**src/design/umc_pkg.sv**
```systemverilog
// Notes on behaviour
// - bit 7: clock used undivided or divided by four
// - bit 6: normal serial or infrared encoding
// - bit 5: any-character resume enable
// - bit 4: internal loopback, tx to rx
// - bit 2: gates trigger level register access
// - bit 1 drives request-to-send low when set, outside loopback
// - automatic flow control overrides request-to-send bit
// - bit 0 drives terminal-ready when pin selected, outside loopback
// - bits 7:5 and 2 need enhanced write enable
// - status bit 7 is inverse carrier detect
// - status bit 6 is inverse ring input
// - status bit 5 is inverse data-set-ready, or bit 0 in loopback
// - status bit 4 inverse clear-to-send, or loopback
// - bits 3,1,0 latch changes, clear on read
// - bit 2 latches ring rising edge only
// - scratch byte freely written and read back
package umc_pkg;
    // register indices on the local port
    localparam logic [3:0] ADDR_MODEM_CTL = 4'h0;
    localparam logic [3:0] ADDR_MODEM_STAT = 4'h1;
    localparam logic [3:0] ADDR_SCRATCH = 4'h2;
    localparam logic [3:0] ADDR_IRQ_STAT = 4'h3;
    localparam logic [3:0] ADDR_IRQ_MASK = 4'h4;
    // control register field positions
    localparam int CTL_PRESCALE = 7;
    localparam int CTL_IRDA = 6;
    localparam int CTL_XON_ANY = 5;
    localparam int CTL_LOOPBACK = 4;
    localparam int CTL_TRIG_EN = 2;
    localparam int CTL_RTS = 1;
    localparam int CTL_DTR = 0;
    // bits guarded by the enhanced write enable
    localparam logic [7:0] CTL_LOCKED_MASK = 8'he4;
    // bits always writable, reserved bit 3 excluded
    localparam logic [7:0] CTL_OPEN_MASK = 8'h13;
    // reset values
    localparam logic [7:0] CTL_RESET = 8'h00;
    localparam logic [7:0] SCRATCH_RESET = 8'h00;
    localparam logic [3:0] IRQ_RESET = 4'h0;
    localparam logic [7:0] RDATA_IDLE = 8'h00;
    // prescale divide ratio when bit 7 is set
    localparam int PRESCALE_DIV = 4;
    // one bundle of the register port request
    typedef struct packed {
        logic [3:0] addr;
        logic [7:0] wdata;
        logic wr;
        logic rd;
    } umc_bus_req_s;
    // modem inputs as they arrive on the pins, active low
    typedef struct packed {
        logic cd_n;
        logic ri_n;
        logic dsr_n;
        logic cts_n;
    } umc_modem_in_s;
    // four event flags, layout shared by all event registers
    typedef struct packed {
        logic cd;
        logic ri;
        logic dsr;
        logic cts;
    } umc_event_s;
endpackage : umc_pkg

```
**src/design/umc_modem_ctl.sv**
```systemverilog
`timescale 1ns/100ps
module umc_modem_ctl #(
    parameter int PRESCALE_DIV = umc_pkg::PRESCALE_DIV
) (
    // clock and reset
    input wire logic i_core_clk,
    input wire logic i_reset,
    // register port
    input wire umc_pkg::umc_bus_req_s i_bus,
    output logic [7:0] o_rdata,
    // neighbour uart logic, same clock
    input wire logic i_efr_wr_en,
    input wire logic i_auto_rts_en,
    input wire logic i_flow_rts_n,
    input wire logic i_tx_serial,
    input wire logic i_io_modem_sel,
    input wire logic i_gpio5_level,
    // modem pins, asynchronous
    input wire umc_pkg::umc_modem_in_s i_modem_n,
    input wire logic i_rx_pin,
    // modem and serial pin outputs
    output logic o_rts_n,
    output logic o_dtr_n,
    output logic o_tx_pin,
    // to the uart core
    output logic o_rx_serial,
    output logic o_clk_en,
    output logic o_irda_mode,
    output logic o_xon_any,
    output logic o_loopback,
    output logic o_trig_access_en,
    output logic [3:0] o_io_pin_view,
    // interrupt
    output logic o_irq
);

    // refuse ratios the counter cannot serve, caught at elaboration
    if (PRESCALE_DIV < 2) begin : g_bad_div
        $error("PRESCALE_DIV must be at least 2");
    end

    localparam int CW = $clog2(PRESCALE_DIV);
    localparam logic [CW-1:0] CNT_LAST = CW'(PRESCALE_DIV - 1);

    // decode helper used by the strobe decodes
    function automatic logic hit(input logic [3:0] a,
                                 input logic [3:0] idx);
        hit = (a == idx);
    endfunction : hit

    logic [7:0] ctl_r; // modem line control
    logic [7:0] scratch_r; // scratch byte
    logic [3:0] delta_r; // msr change flags
    logic [3:0] delta_nxt;
    logic [3:0] irq_stat_r; // sticky event status
    logic [3:0] irq_stat_nxt;
    logic [3:0] irq_mask_r; // interrupt enables
    logic [CW-1:0] pre_cnt_r; // prescale counter
    umc_pkg::umc_modem_in_s pin_s1_r; // first sync stage only
    umc_pkg::umc_modem_in_s pin_s2_r; // safe pin levels
    logic rx_s1_r;
    logic rx_s2_r;
    umc_pkg::umc_event_s lvl; // active-high live levels
    umc_pkg::umc_event_s lvl_prev_r; // levels one cycle ago
    umc_pkg::umc_event_s evt; // change events this cycle
    logic [7:0] msr_view; // status byte as read
    logic loop;
    logic wr_ctl, rd_stat, wr_scr, wr_istat, wr_imask;

    // strobe decodes
    assign wr_ctl = i_bus.wr && hit(i_bus.addr, umc_pkg::ADDR_MODEM_CTL);
    assign rd_stat = i_bus.rd && hit(i_bus.addr, umc_pkg::ADDR_MODEM_STAT);
    assign wr_scr = i_bus.wr && hit(i_bus.addr, umc_pkg::ADDR_SCRATCH);
    assign wr_istat = i_bus.wr && hit(i_bus.addr, umc_pkg::ADDR_IRQ_STAT);
    assign wr_imask = i_bus.wr && hit(i_bus.addr, umc_pkg::ADDR_IRQ_MASK);
    assign loop = ctl_r[umc_pkg::CTL_LOOPBACK];

    // control register write, guarded bits need the enable
    always_ff @(posedge i_core_clk) begin
        if (i_reset) begin
            ctl_r <= umc_pkg::CTL_RESET;
        end else if (wr_ctl) begin
            // open bits always take the write
            ctl_r <= (ctl_r & ~umc_pkg::CTL_OPEN_MASK)
                   | (i_bus.wdata & umc_pkg::CTL_OPEN_MASK);
            if (i_efr_wr_en) begin
                // locked bits only move while enabled
                ctl_r <= (i_bus.wdata
                          & (umc_pkg::CTL_OPEN_MASK
                             | umc_pkg::CTL_LOCKED_MASK));
            end
        end
    end

    // mode bits straight to the uart core
    assign o_irda_mode = ctl_r[umc_pkg::CTL_IRDA];
    assign o_xon_any = ctl_r[umc_pkg::CTL_XON_ANY];
    assign o_loopback = loop;
    assign o_trig_access_en = ctl_r[umc_pkg::CTL_TRIG_EN];

    // prescale counter, free running so the pulse is regular
    always_ff @(posedge i_core_clk) begin
        if (i_reset) begin
            pre_cnt_r <= '0;
        end else if (pre_cnt_r == CNT_LAST) begin
            pre_cnt_r <= '0;
        end else begin
            pre_cnt_r <= pre_cnt_r + CW'(1);
        end
    end

    // every cycle undivided, one in four when prescaled
    assign o_clk_en = !ctl_r[umc_pkg::CTL_PRESCALE]
                      || (pre_cnt_r == CNT_LAST);

    // scratch byte, touches nothing else
    always_ff @(posedge i_core_clk) begin
        if (i_reset) begin
            scratch_r <= umc_pkg::SCRATCH_RESET;
        end else if (wr_scr) begin
            scratch_r <= i_bus.wdata;
        end
    end

    // two-stage synchronisers for the asynchronous pins
    always_ff @(posedge i_core_clk) begin
        if (i_reset) begin
            pin_s1_r <= '1;
            pin_s2_r <= '1;
            rx_s1_r <= 1'b1;
            rx_s2_r <= 1'b1;
        end else begin
            pin_s1_r <= i_modem_n;
            pin_s2_r <= pin_s1_r;
            rx_s1_r <= i_rx_pin;
            rx_s2_r <= rx_s1_r;
        end
    end

    // live levels, pins inverted since they idle high
    always_comb begin
        lvl.cts = loop ? ctl_r[umc_pkg::CTL_RTS]
                       : !pin_s2_r.cts_n;
        // data-set-ready only when the shared pin is a modem pin
        lvl.dsr = loop ? ctl_r[umc_pkg::CTL_DTR]
                       : (i_io_modem_sel && !pin_s2_r.dsr_n);
        lvl.ri = i_io_modem_sel && !pin_s2_r.ri_n;
        lvl.cd = i_io_modem_sel && !pin_s2_r.cd_n;
    end

    // previous levels for change detection
    always_ff @(posedge i_core_clk) begin
        if (i_reset) begin
            lvl_prev_r <= '0;
        end else begin
            lvl_prev_r <= lvl;
        end
    end

    // ring counts only the pin going low to high
    always_comb begin
        evt.cts = lvl.cts ^ lvl_prev_r.cts;
        evt.dsr = lvl.dsr ^ lvl_prev_r.dsr;
        evt.cd = lvl.cd ^ lvl_prev_r.cd;
        evt.ri = lvl_prev_r.ri && !lvl.ri;
    end

    // change flags: a read clears, a same-cycle event still sets
    always_comb begin
        delta_nxt = rd_stat ? 4'h0 : delta_r;
        delta_nxt = delta_nxt | evt;
    end

    always_ff @(posedge i_core_clk) begin
        if (i_reset) begin
            delta_r <= 4'h0;
        end else begin
            delta_r <= delta_nxt;
        end
    end

    // status byte as software sees it
    assign msr_view = {lvl.cd, lvl.ri, lvl.dsr, lvl.cts,
                       delta_r};

    // gpio level view hides pins taken by the modem
    assign o_io_pin_view = i_io_modem_sel ? 4'h0 :
        {!pin_s2_r.ri_n, !pin_s2_r.cd_n, 1'b0, !pin_s2_r.dsr_n};

    // sticky interrupt status, write one clears, set wins
    always_comb begin
        irq_stat_nxt = irq_stat_r;
        if (wr_istat) begin
            irq_stat_nxt = irq_stat_r & ~i_bus.wdata[3:0];
        end
        irq_stat_nxt = irq_stat_nxt | evt;
    end

    always_ff @(posedge i_core_clk) begin
        if (i_reset) begin
            irq_stat_r <= umc_pkg::IRQ_RESET;
        end else begin
            irq_stat_r <= irq_stat_nxt;
        end
    end

    // interrupt mask
    always_ff @(posedge i_core_clk) begin
        if (i_reset) begin
            irq_mask_r <= umc_pkg::IRQ_RESET;
        end else if (wr_imask) begin
            irq_mask_r <= i_bus.wdata[3:0];
        end
    end

    // level interrupt, registered to keep glitches off the pin
    always_ff @(posedge i_core_clk) begin
        if (i_reset) begin
            o_irq <= 1'b0;
        end else begin
            o_irq <= |(irq_stat_nxt & irq_mask_r);
        end
    end

    // read data for exactly one cycle after the strobe
    always_ff @(posedge i_core_clk) begin
        if (i_reset) begin
            o_rdata <= umc_pkg::RDATA_IDLE;
        end else if (i_bus.rd) begin
            case (i_bus.addr)
                umc_pkg::ADDR_MODEM_CTL: o_rdata <= ctl_r;
                umc_pkg::ADDR_MODEM_STAT: o_rdata <= msr_view;
                umc_pkg::ADDR_SCRATCH: o_rdata <= scratch_r;
                umc_pkg::ADDR_IRQ_STAT: o_rdata <= {4'h0, irq_stat_r};
                umc_pkg::ADDR_IRQ_MASK: o_rdata <= {4'h0, irq_mask_r};
                // unmapped reads answer zero
                default: o_rdata <= umc_pkg::RDATA_IDLE;
            endcase
        end else begin
            o_rdata <= umc_pkg::RDATA_IDLE;
        end
    end

    // modem outputs; held inactive in loopback so the line is quiet, o_dtr_n only while i_io_modem_sel
    always_ff @(posedge i_core_clk) begin
        if (i_reset) begin
            o_rts_n <= 1'b1;
            o_dtr_n <= 1'b1;
        end else begin
            if (loop) begin
                o_rts_n <= 1'b1;
            end else if (i_auto_rts_en) begin
                o_rts_n <= i_flow_rts_n;
            end else begin
                o_rts_n <= !ctl_r[umc_pkg::CTL_RTS];
            end
            // gpio level register cannot reach a modem-owned pin
            if (!i_io_modem_sel) begin
                o_dtr_n <= i_gpio5_level;
            end else if (loop) begin
                o_dtr_n <= 1'b1;
            end else begin
                o_dtr_n <= !ctl_r[umc_pkg::CTL_DTR];
            end
        end
    end

    // serial path: loopback joins tx to rx inside the chip
    always_ff @(posedge i_core_clk) begin
        if (i_reset) begin
            o_tx_pin <= 1'b1;
            o_rx_serial <= 1'b1;
        end else begin
            o_tx_pin <= loop ? 1'b1 : i_tx_serial;
            o_rx_serial <= loop ? i_tx_serial : rx_s2_r;
        end
    end
endmodule : umc_modem_ctl

```
**config.mk**
```make
export PLATFORM = sky130hd
export DESIGN_NAME = umc_modem_ctl
export DESIGN_NICKNAME = d
export VERILOG_FILES = /design/src/design/umc_pkg.sv /design/src/design/umc_modem_ctl.sv
export SDC_FILE = /design/constraint.sdc
export NUM_CORES = 1
export LEC_CHECK = 0
export ABC_CLOCK_PERIOD_IN_PS = 1800
export BUFFER_PORTS_ARGS = -buffer_cell sky130_fd_sc_hd__buf_2
export CAP_MARGIN = 25
export CORE_AREA = 2 2 72 74
export DETAILED_ROUTE_END_ITERATION = 8
export DIE_AREA = 0 0 74 76
export HOLD_SLACK_MARGIN = 0.08
export PLACE_DENSITY = 0.82
export SLEW_MARGIN = 20
export SYNTH_ARGS = -nofsm -noshare
export SYNTH_HDL_FRONTEND = slang
export SYNTH_SLANG_ARGS = --single-unit
```
**constraint.sdc**
```tcl
create_clock -name i_core_clk -period 1.8 [get_ports i_core_clk]
set_clock_uncertainty 0.2 [all_clocks]
set_input_delay 0.09 -clock i_core_clk [delete_from_list [all_inputs] [get_ports i_core_clk]]
set_output_delay 0.09 -clock i_core_clk [all_outputs]
set_load 0.03 [all_outputs]
```
# ---- Yosys cells after proc, flatten, opt, wreduce, memory -nomap -nowiden
# Cells that the tools add are included.
dict set report totals {
  word_cells 76
  output_inout_bits 22
  in_bits 27
  regBits 57
}
dict set report classes {
  n_bitwise 10
  eq_ne 5
  n_addsub 1
  mux 11
  n_reduce_logical 23
}
# operator n
set op_table {}
lappend op_table {{8-bit case mux with 5 select lines} 1}
lappend op_table {{4-bit 2-to-1 mux} 3}
lappend op_table {{1-bit logical AND} 9}
lappend op_table {{4-bit AND} 2}
lappend op_table {{4-bit by 2-bit equality test with 1-bit output (second input constant)} 2}
lappend op_table {{1-bit logical NOT} 8}
lappend op_table {{8-bit 2-to-1 mux} 1}
lappend op_table {{4-bit bitwise OR} 2}
lappend op_table {{8-bit by 5-bit bitwise OR with 8-bit output} 1}
lappend op_table {{1-bit 2-to-1 mux} 6}
lappend op_table {{2-bit OR reduction} 3}
lappend op_table {{4-bit by 1-bit equality test with 1-bit output (second input constant)} 1}
lappend op_table {{4-bit by 3-bit equality test with 1-bit output (second input constant)} 1}
lappend op_table {{4-bit logical NOT} 1}
lappend op_table {{4-bit inverter} 1}
lappend op_table {{4-bit OR reduction} 1}
lappend op_table {{1-bit XOR} 3}
lappend op_table {{2-bit by 1-bit adder with 2-bit output (second input constant)} 1}
lappend op_table {{2-bit equality test (second input constant)} 1}
lappend op_table {{1-bit logical OR} 1}
lappend op_table {{1-bit inverter} 1}

# ---- Longest topological paths before layout
# Gate-level depths: netlist (run 1).
dict set report logic_depth {
  word_depth 7
  depth_mapped 6
  depth_no_buf 4
}

# ---- Worst setup path before layout (run 1)
# Ideal clock, no wire load.
dict set report synth_timing {
  path_type {register -> register}
  start {register ctl_r[4]}
  end {register o_irq}
  path_stages_with_launch 5
  period_less_slack_ps 1785
  slack_ps 15
  t_arrival_ps 1451
  setup_ps 134
  t_required_ps 1466
  path_cell_list {dfxtp_1 > nor2b_1 > or3_1 > a311oi_1 > or4_1}
}
dict set report synth_between {
  elab_chain_cells 5
}
# element line_no
set synth_lines {}
lappend synth_lines {{start: declaration} umc_modem_ctl.sv:51} ;# logic [7:0] ctl_r;
lappend synth_lines {{start signal: assignment} umc_modem_ctl.sv:81} ;# ctl_r <= umc_pkg::CTL_RESET;
lappend synth_lines {{start signal: assignment} umc_modem_ctl.sv:84} ;# ctl_r <= (ctl_r & ~umc_pkg::CTL_OPEN_MASK)
lappend synth_lines {{start signal: assignment} umc_modem_ctl.sv:88} ;# ctl_r <= (i_bus.wdata
lappend synth_lines {{1-bit 2-to-1 mux (on tied branches)} {umc_modem_ctl.sv:142, umc_modem_ctl.sv:145}}
lappend synth_lines {{1-bit XOR (on tied branches)} {umc_modem_ctl.sv:162, umc_modem_ctl.sv:163}}
lappend synth_lines {{4-bit bitwise OR *} umc_modem_ctl.sv:196} ;# irq_stat_nxt = irq_stat_nxt | evt;
lappend synth_lines {{4-bit AND *} umc_modem_ctl.sv:221} ;# o_irq <= |(irq_stat_nxt & irq_mask_r);
lappend synth_lines {{4-bit OR reduction *} umc_modem_ctl.sv:221}
lappend synth_lines {{end signal: assignment} umc_modem_ctl.sv:221}
lappend synth_lines {{end: declaration} umc_modem_ctl.sv:34} ;# output logic o_irq
# Every way passes the cells marked *; elsewhere a longest branch is shown, timed or not.
# A chain may end at the register's enable or synchronous reset.

# ---- Final worst setup path (run 1)
dict set report layout_timing {
  start {input i_reset}
  end {register o_rts_n}
}
dict set report layout_between {
  elab_chain_cells 1
}
# element line_no
set layout_lines {}
lappend layout_lines {{start: declaration} umc_modem_ctl.sv:7} ;# input wire logic i_reset,
lappend layout_lines {{2-bit OR reduction (no line)} -}
lappend layout_lines {{end signal: assignment} umc_modem_ctl.sv:253} ;# o_rts_n <= i_flow_rts_n;
lappend layout_lines {{end signal: assignment} umc_modem_ctl.sv:255} ;# o_rts_n <= !ctl_r[umc_pkg::CTL_RTS];
lappend layout_lines {{end: declaration} umc_modem_ctl.sv:22} ;# output logic o_rts_n,
# Every way passes these cells.

==> results by group, run 1 <==
Floorplan
  • CORE AREA: 4910 um^2
  • Die area: 5620 um^2
  • Die Span Y: 76 um
  • DIE WIDTH: 74 um
  • Initial core utilization: 45.7%
  • Num ports: 49
  • Core Rows: 26

Route
  • Met3 wire length: 332 um
  • # DRC: 0
  • Number of nets with antenna violations after routing: 0
  • Highest metal used: met4
  • 1st-iter DRT viols: 196
  • DR WL/cell: 13.4 um
  • DR pass1 iterations: 4
  • Met2 WL: 2.62 mm
  • Vias per inst: 5.09
  • Vias: 1996
  • Routed wire length: 5.27 mm
  • Wire length on met1: 2.19 mm

Finish
  • Number of fill cells in the layout: 416
  • Final #Nets: 349
  • Finished Core Util: 61.9%
  • Layout cells sized above 1: 29.2%
  • Ant. Diodes: 0
  • Layout area overhead: 35.3%

Global routing
  • Initial antenna violation count: 0
  • Total GRT Usage: 18.7%
  • First-pass GRT wire length: 8.12 mm
  • Total grt overflow: 0
  • Vias in the first global route: 1829
  • Largest net degree at the start of global routing: 34

Logic synthesis
  • Synth Warn #: 0
  • Syn_nets: 264
  • EDFF count, synth: 0
  • Ys flop type: dfxtp_1
  • Seq/Total Area, Yosys: 49.9%
  • Synth Area in XOR/XNOR: 0.390%
  • Leading area contributor after synthesis: dfxtp_1
  • Mapped Cells: 236
  • Post-Synth Adder-Cell Area: 0.557%
  • Mapped Area: 2250 um^2
  • Register bit total from synthesis: 56
  • FFs w/ async S/R, synth: 0%
  • Synth Area in Compound Gates: 9.69%
  • Most area-consuming cells after synthesis: dfxtp_1, mux2i_1, nor2_1
  • Yosys top cell area share: 49.9%
  • Netlist cell types: 39
  • Mux contribution to synthesized area: 11.5%
  • Post-Syn Area per Cell: 9.52 um^2
  • Simple-gate share of the synthesized area: 24.4%
  • Main combinational cell family by area after synthesis: simple AND/OR/NAND/NOR gates

Timing
  • Fin crit share: 95.0%
  • Fmax: 585 MHz
  • Final setup fails: 0
  • Worst-Margin Slew: 498 ps
  • RSZ-0062 raised after global routing: false
  • Relative slew slack: 66.5%
  • Fin Hold WS: 83.8 ps
  • Final Max Tran Viols: 0
  • Post-route setup slack: 90.6 ps
  • Final hold viol count: 0
  • Period minus WS final: 1710 ps

Job
  • MaxCap Viol Count: 0

Critical path
  • Worst setup path class: in -> reg
  • Crit path max fanout: 12
  • Reg-to-reg setup timing slack: 100 ps
  • Setup crit start: i_reset
  • Critical R2R Launch: pin_s2_r[1]
  • Crit path DAT: 1720 ps
  • Reg2reg path depth: 4
  • Worst Path Required: 1810 ps
  • CP endpoint kind: flop
  • Crit path launch type: primary input
  • Setup crit end: o_rts_n
  • Reg2reg end: o_irq

Power
  • Static leakage: 1.32 nW
  • Net Switching: 0.552 mW
  • Power share of the clock group: 34.5%
  • Comb power frac: 11.3%
  • IR drop worst, VDD: 0.474 mV
  • Sequential power share: 54.3%
  • Net Sw Frac: 23.2%
  • Int Power: 1.83 mW
  • Power density over the cells: 783 nW/um^2

Clock tree
  • TritonCTS clock tree: done
  • Clock Latency Late Sink: 310 ps
  • Longest Clk Path Bufs: 2
  • CTS Buf Count: 5
  • Clock Pin Slew Worst Setup and Hold Paths: 90 ps
  • Root buf cell: clkbuf_8
  • CTS sink count: 56
  • CTS H-tree depth: 2

Place
  • PortBufs: 47
  • Dpl hpwl: 3.50 mm
  • GP Congestion: 0.847
  • Place WS: -13.8 ps

Hold path
  • Number of stages on the worst hold path: 4
  • Worst Hold Class: in -> reg

Run status
  • Status: complete, no violations
[synthesized netlist by cell type, drive strengths merged, types with 2 or more instances]
cell type	number
o21ai	10
nor3	4
nand2b	8
mux4	3
a21oi	16
and2	2
nand3b	5
a22oi	3
mux2i	19
a211o	2
buf	6
or2	10
nor2b	10
nor2	28
clkbuf	9
or3	3
a21boi	2
nand3	9
nand2	15
nor3b	2
dfxtp	56
[cells by family (layout without fill, tap and decap cells)]
| group | count (synthesis) | count (layout) |
|---|---|---|
| and+or+nand+nor | 102 | 102 |
| AOI/OAI and AO/OA | 37 | 37 |
| buffers and inverters | 16 | 102 |
| xor gates and xnor gates | 1 | 1 |
| adders and majority gates | 1 | 1 |
| muxes | 22 | 22 |
| other | 1 | 1 |
| DFF | 56 | 56 |
[sequential cells by signal, indices dropped and copies added, names as in the netlist, 2 cells and up]
| signal | flops |
|---|---|
| ctl_r | 7 |
| delta_r | 4 |
| irq_mask_r | 4 |
| irq_stat_r | 4 |
| lvl_prev_r | 4 |
| o_rdata | 8 |
| pin_s1_r | 4 |
| pin_s2_r | 4 |
| pre_cnt_r | 2 |
| scratch_r | 8 |
[worst min-delay path by stage]
stage | start | slack, ps | to
floorplan | i_tx_serial | -10 | o_tx_pin
global placement | i_rx_pin | 70 | rx_s1_r
detailed placement | i_modem_n[1] | 80 | pin_s1_r[1]
CTS | i_bus[11] | 80 | o_rdata[5]
global route | i_efr_wr_en | 100 | ctl_r[2]
finish | i_efr_wr_en | 80 | ctl_r[5]
[routing by layer]
| layer | up-vias | track usage, % |
|---|---|---|
| met3 | 12 | 5.56 |
| met4 | 0 | 9.45 |
| met2 | 71 | 29.6 |
| met5 | - | 0 |
| li1 | 973 | - |
| met1 | 940 | 22.5 |
[power groups by stage]
stage,clock network (mW),logic (mW),registers (mW)
after floorplan,0,0.120,1.33
after global placement,0,0.209,1.32
after detailed placement,0,0.213,1.32
after CTS,0.833,0.258,1.29
after global routing,0.877,0.289,1.30
final,0.820,0.268,1.29
[placed cells by master (no fill, tap or decap), drive strengths merged, types with 2 or more instances in the layout]
cell / count
mux4: 3
o21ai: 10
dfxtp: 56
a211o: 2
nand3b: 5
a21boi: 2
or2: 10
and2: 2
nor2: 28
a22oi: 3
nor3b: 2
nand2: 15
dlygate4sd3: 27
or3: 3
mux2i: 19
clkbuf: 6
a21oi: 16
nor3: 4
nand2b: 8
nand3: 9
buf: 66
nor2b: 10
[stage by stage]
stage | cell area, um^2 | instances | power [mW] | setup TNS (ps)
3_3_place_gp | 2620 | 354 | 1.53 | 0
3_5_place_dp | 2620 | 354 | 1.53 | -13.8
6_report | 3040 | 392 | 2.38 | 0
5_1_grt | 3040 | 392 | 2.46 | 0
2_1_floorplan | 2250 | 236 | 1.45 | 0
4_1_cts | 2990 | 389 | 2.38 | 0
[repair_timing]
item                                   in CTS  in global routing
setup endpoints to repair                   0                  5
hold buffers                               27                  0
endpoints found under the hold margin      43                  0
resized for setup                           0                  8
setup buffers                               0                  3
[critical path: stages]
cell and delay (ps):
dlygate4sd3_1 560, buf_6 150, buf_4 170, nor2_1 90, o211ai_1 100, dlygate4sd3_1 560
[layout make-up]
| type | instances | area, um^2 | share of cell area [%] |
|---|---|---|---|
| Timing Repair Buffer | 93 | 654 | 21.5 |
| Tap cell | 70 | 87.6 | 2.88 |
| Sequential cell | 56 | 1120 | 36.9 |
| Clock inverter | 2 | 35.0 | 1.15 |
| Inverter | 1 | 3.75 | 0.123 |
| Clock buffer | 6 | 72.6 | 2.39 |
| Multi-Input combinational cell | 164 | 1060 | 35.0 |
(Power assumes the default switching activity.)
==> run 2, diff against run 1 <==
--- a/config.mk
+++ b/config.mk
@@ -5,14 +5,14 @@
 export SDC_FILE = /design/constraint.sdc
 export NUM_CORES = 1
 export LEC_CHECK = 0
-export ABC_CLOCK_PERIOD_IN_PS = 1800
+export ABC_CLOCK_PERIOD_IN_PS = 1880
 export BUFFER_PORTS_ARGS = -buffer_cell sky130_fd_sc_hd__buf_2
 export CAP_MARGIN = 25
-export CORE_AREA = 2 2 72 74
+export CORE_AREA = 2 2 69 71
 export DETAILED_ROUTE_END_ITERATION = 8
-export DIE_AREA = 0 0 74 76
+export DIE_AREA = 0 0 71 73
 export HOLD_SLACK_MARGIN = 0.08
-export PLACE_DENSITY = 0.82
+export PLACE_DENSITY = 0.84
 export SLEW_MARGIN = 20
 export SYNTH_ARGS = -nofsm -noshare
 export SYNTH_HDL_FRONTEND = slang
==> constraint.sdc (replaced) <==
create_clock -name i_core_clk -period 1.88 [get_ports i_core_clk]
set_clock_uncertainty 0.2 [all_clocks]
set_input_delay 0.094 -clock i_core_clk [delete_from_list [all_inputs] [get_ports i_core_clk]]
set_output_delay 0.094 -clock i_core_clk [all_outputs]
set_load 0.03 [all_outputs]
==> run 2 against run 1 <==
  * Non-clock buffer count is 4 lower
  * Cell count decreased by 5.1%
  * First-iteration DRC count down 15%
  * Power decreased by 10%
  * Sequential cell count unchanged
  * Combinational power shrank 9.0%
  * Sequential power shrank 4%
  * Via count down 2.1%
  * Clock power fell by 20%
  * Count of clock-buffer cells in the layout up 2
  * Largest cell class unchanged
  * Largest power group unchanged
==> results by group, run 2 (synthesis results as in run 1) <==
Run status
  • Status: complete, no violations

Global routing
  • Vias in the first global route: 1925
  • Initial antenna violation count: 0
  • Total grt overflow: 0
  • Largest net degree at the start of global routing: 41
  • First-pass GRT wire length: 8.61 mm
  • Total GRT Usage: 20.9%

Power
  • Sequential power share: 57.9%
  • Net Sw Frac: 22.9%
  • Static leakage: 1.28 nW
  • Comb power frac: 11.4%
  • Int Power: 1.65 mW
  • IR drop worst, VDD: 0.481 mV
  • Net Switching: 0.488 mW
  • Power share of the clock group: 30.7%
  • Power density over the cells: 720 nW/um^2

Hold path
  • Worst Hold Class: in -> reg

Timing
  • RSZ-0062 raised after global routing: false
  • Final setup fails: 0
  • Final Max Tran Viols: 0
  • Fmax: 557 MHz
  • Final hold viol count: 0
  • Fin crit share: 95.4%
  • Period minus WS final: 1790 ps

Place
  • GP Congestion: 0.836
  • Placed Area: 2560 um^2
  • Dpl hpwl: 3.38 mm
  • PortBufs: 47
  • Cells after DPL: 333

Finish
  • Final #Nets: 345
  • Commonest non-fill, non-tap cell in the layout: dfxtp_1
  • Layout cells sized above 1: 25.2%
  • Ant. Diodes: 0
  • Largest regs: o_rdata (8), scratch_r (8), ctl_r (7)
  • Layout area overhead: 31.8%
  • Fin cells: 372
  • Design area: 2960 um^2
  • Number of fill cells in the layout: 370
  • Most frequent cells in the layout: dfxtp_1, buf_2, dlygate4sd3_1, nor2_1, mux2i_1

Route
  • Routed wire length: 5.08 mm
  • Vias per inst: 5.25
  • Vias: 1954
  • Number of nets with antenna violations after routing: 0
  • # DRC: 0
  • 1st-iter DRT viols: 166
  • DR WL/cell: 13.7 um
  • DR pass1 iterations: 4

Critical path
  • Worst setup path class: in -> reg
  • Crit path DAT: 1820 ps
  • Crit path launch type: primary input
  • Crit path max fanout: 14
  • Worst Path Required: 1910 ps
  • CP endpoint kind: flop
  • Reg-to-reg setup timing slack: 140 ps

Clock tree
  • CTS Buf Count: 5
  • Clock Pin Slew Worst Setup and Hold Paths: 90 ps
  • CTS H-tree depth: 2
  • TritonCTS clock tree: done
  • Clock Latency Late Sink: 300 ps
  • Setup bufs post-CTS: 0
  • Longest Clk Path Bufs: 2
  • CTS sink count: 56
  • Root buf cell: clkbuf_8

Floorplan
  • Core Rows: 25
  • Initial core utilization: 49.5%
  • CORE AREA: 4540 um^2
  • Num ports: 49
  • Die Span Y: 73 um
  • Die area: 5180 um^2
  • DIE WIDTH: 71 um

Job
  • MaxCap Viol Count: 0
run 2: changes by cell type in the layout (fill, tap and decap cells not counted), sizes merged:
cell,previous run,this run
clkinv,1,0
bufinv,1,0
dlygate4sd3,27,31
buf,66,58
clkbuf,6,8
run 2: worst max-delay path: stages:
cell and delay, ps:
buf_2 190, buf_4 190, nor4b_2 360, buf_4 190, dlygate4sd3_1 560, nand3_1 80, a21oi_1 140
run 2: power by group through the flow:
stage	sequential [mW]	clock (mW)	combinational [mW]
2_1_floorplan	1.27	0	0.115
3_3_place_gp	1.26	0	0.192
3_5_place_dp	1.26	0	0.196
4_1_cts	1.24	0.676	0.241
5_1_grt	1.24	0.715	0.270
6_report	1.24	0.654	0.244
run 2: per-layer routing:
metal	wire length, um	up-vias	global-route usage (%)	share of wire (%)
met4	46	0	6.29	0.90
li1	-	966	-	-
met2	2620	73	37.6	52
met3	325	6	5.39	6.4
met1	2090	909	24.7	41
met5	0	-	0	0
run 2: layout make-up:
type,count,area (um^2),area share [%]
sequential,56,1120,37.8
multi-input combinational,164,1050,35.4
timing repair buffer,89,632,21.3
clock buffer,8,90.1,3.04
tap,54,67.6,2.28
inverter,1,3.75,0.127
run 2: through the flow:
stage	setup slack, ps	hold WS [ps]	power [mW]	TNS [ps]	util (%)
finish	85.7	114	2.13	0	65.3
floorplan	95.2	-7.16	1.39	0	-
detailed placement	-2.97	78.5	1.46	-2.97	56.4
CTS	68.0	85.4	2.15	0	65.2
global route	2.18	131	2.22	0	65.3
global placement	84.9	77.5	1.45	0	56.4
run 2: final timing paths:
| path | startpoint | end | cells after the start |
|---|---|---|---|
| hold reg to reg | rx_s1_r | rx_s2_r | 1 |
| setup reg to reg | pin_s2_r[1] | o_irq | 4 |
| setup / recovery | i_bus[11] | irq_mask_r[2] | 7 |
| hold / removal | i_bus[11] | o_rdata[5] | 3 |
run 2: repair_timing:
action                                 CTS  global route
resized for setup                        0             1
endpoints found under the hold margin   40             0
setup endpoints to repair                0             1
hold buffers                            31             0
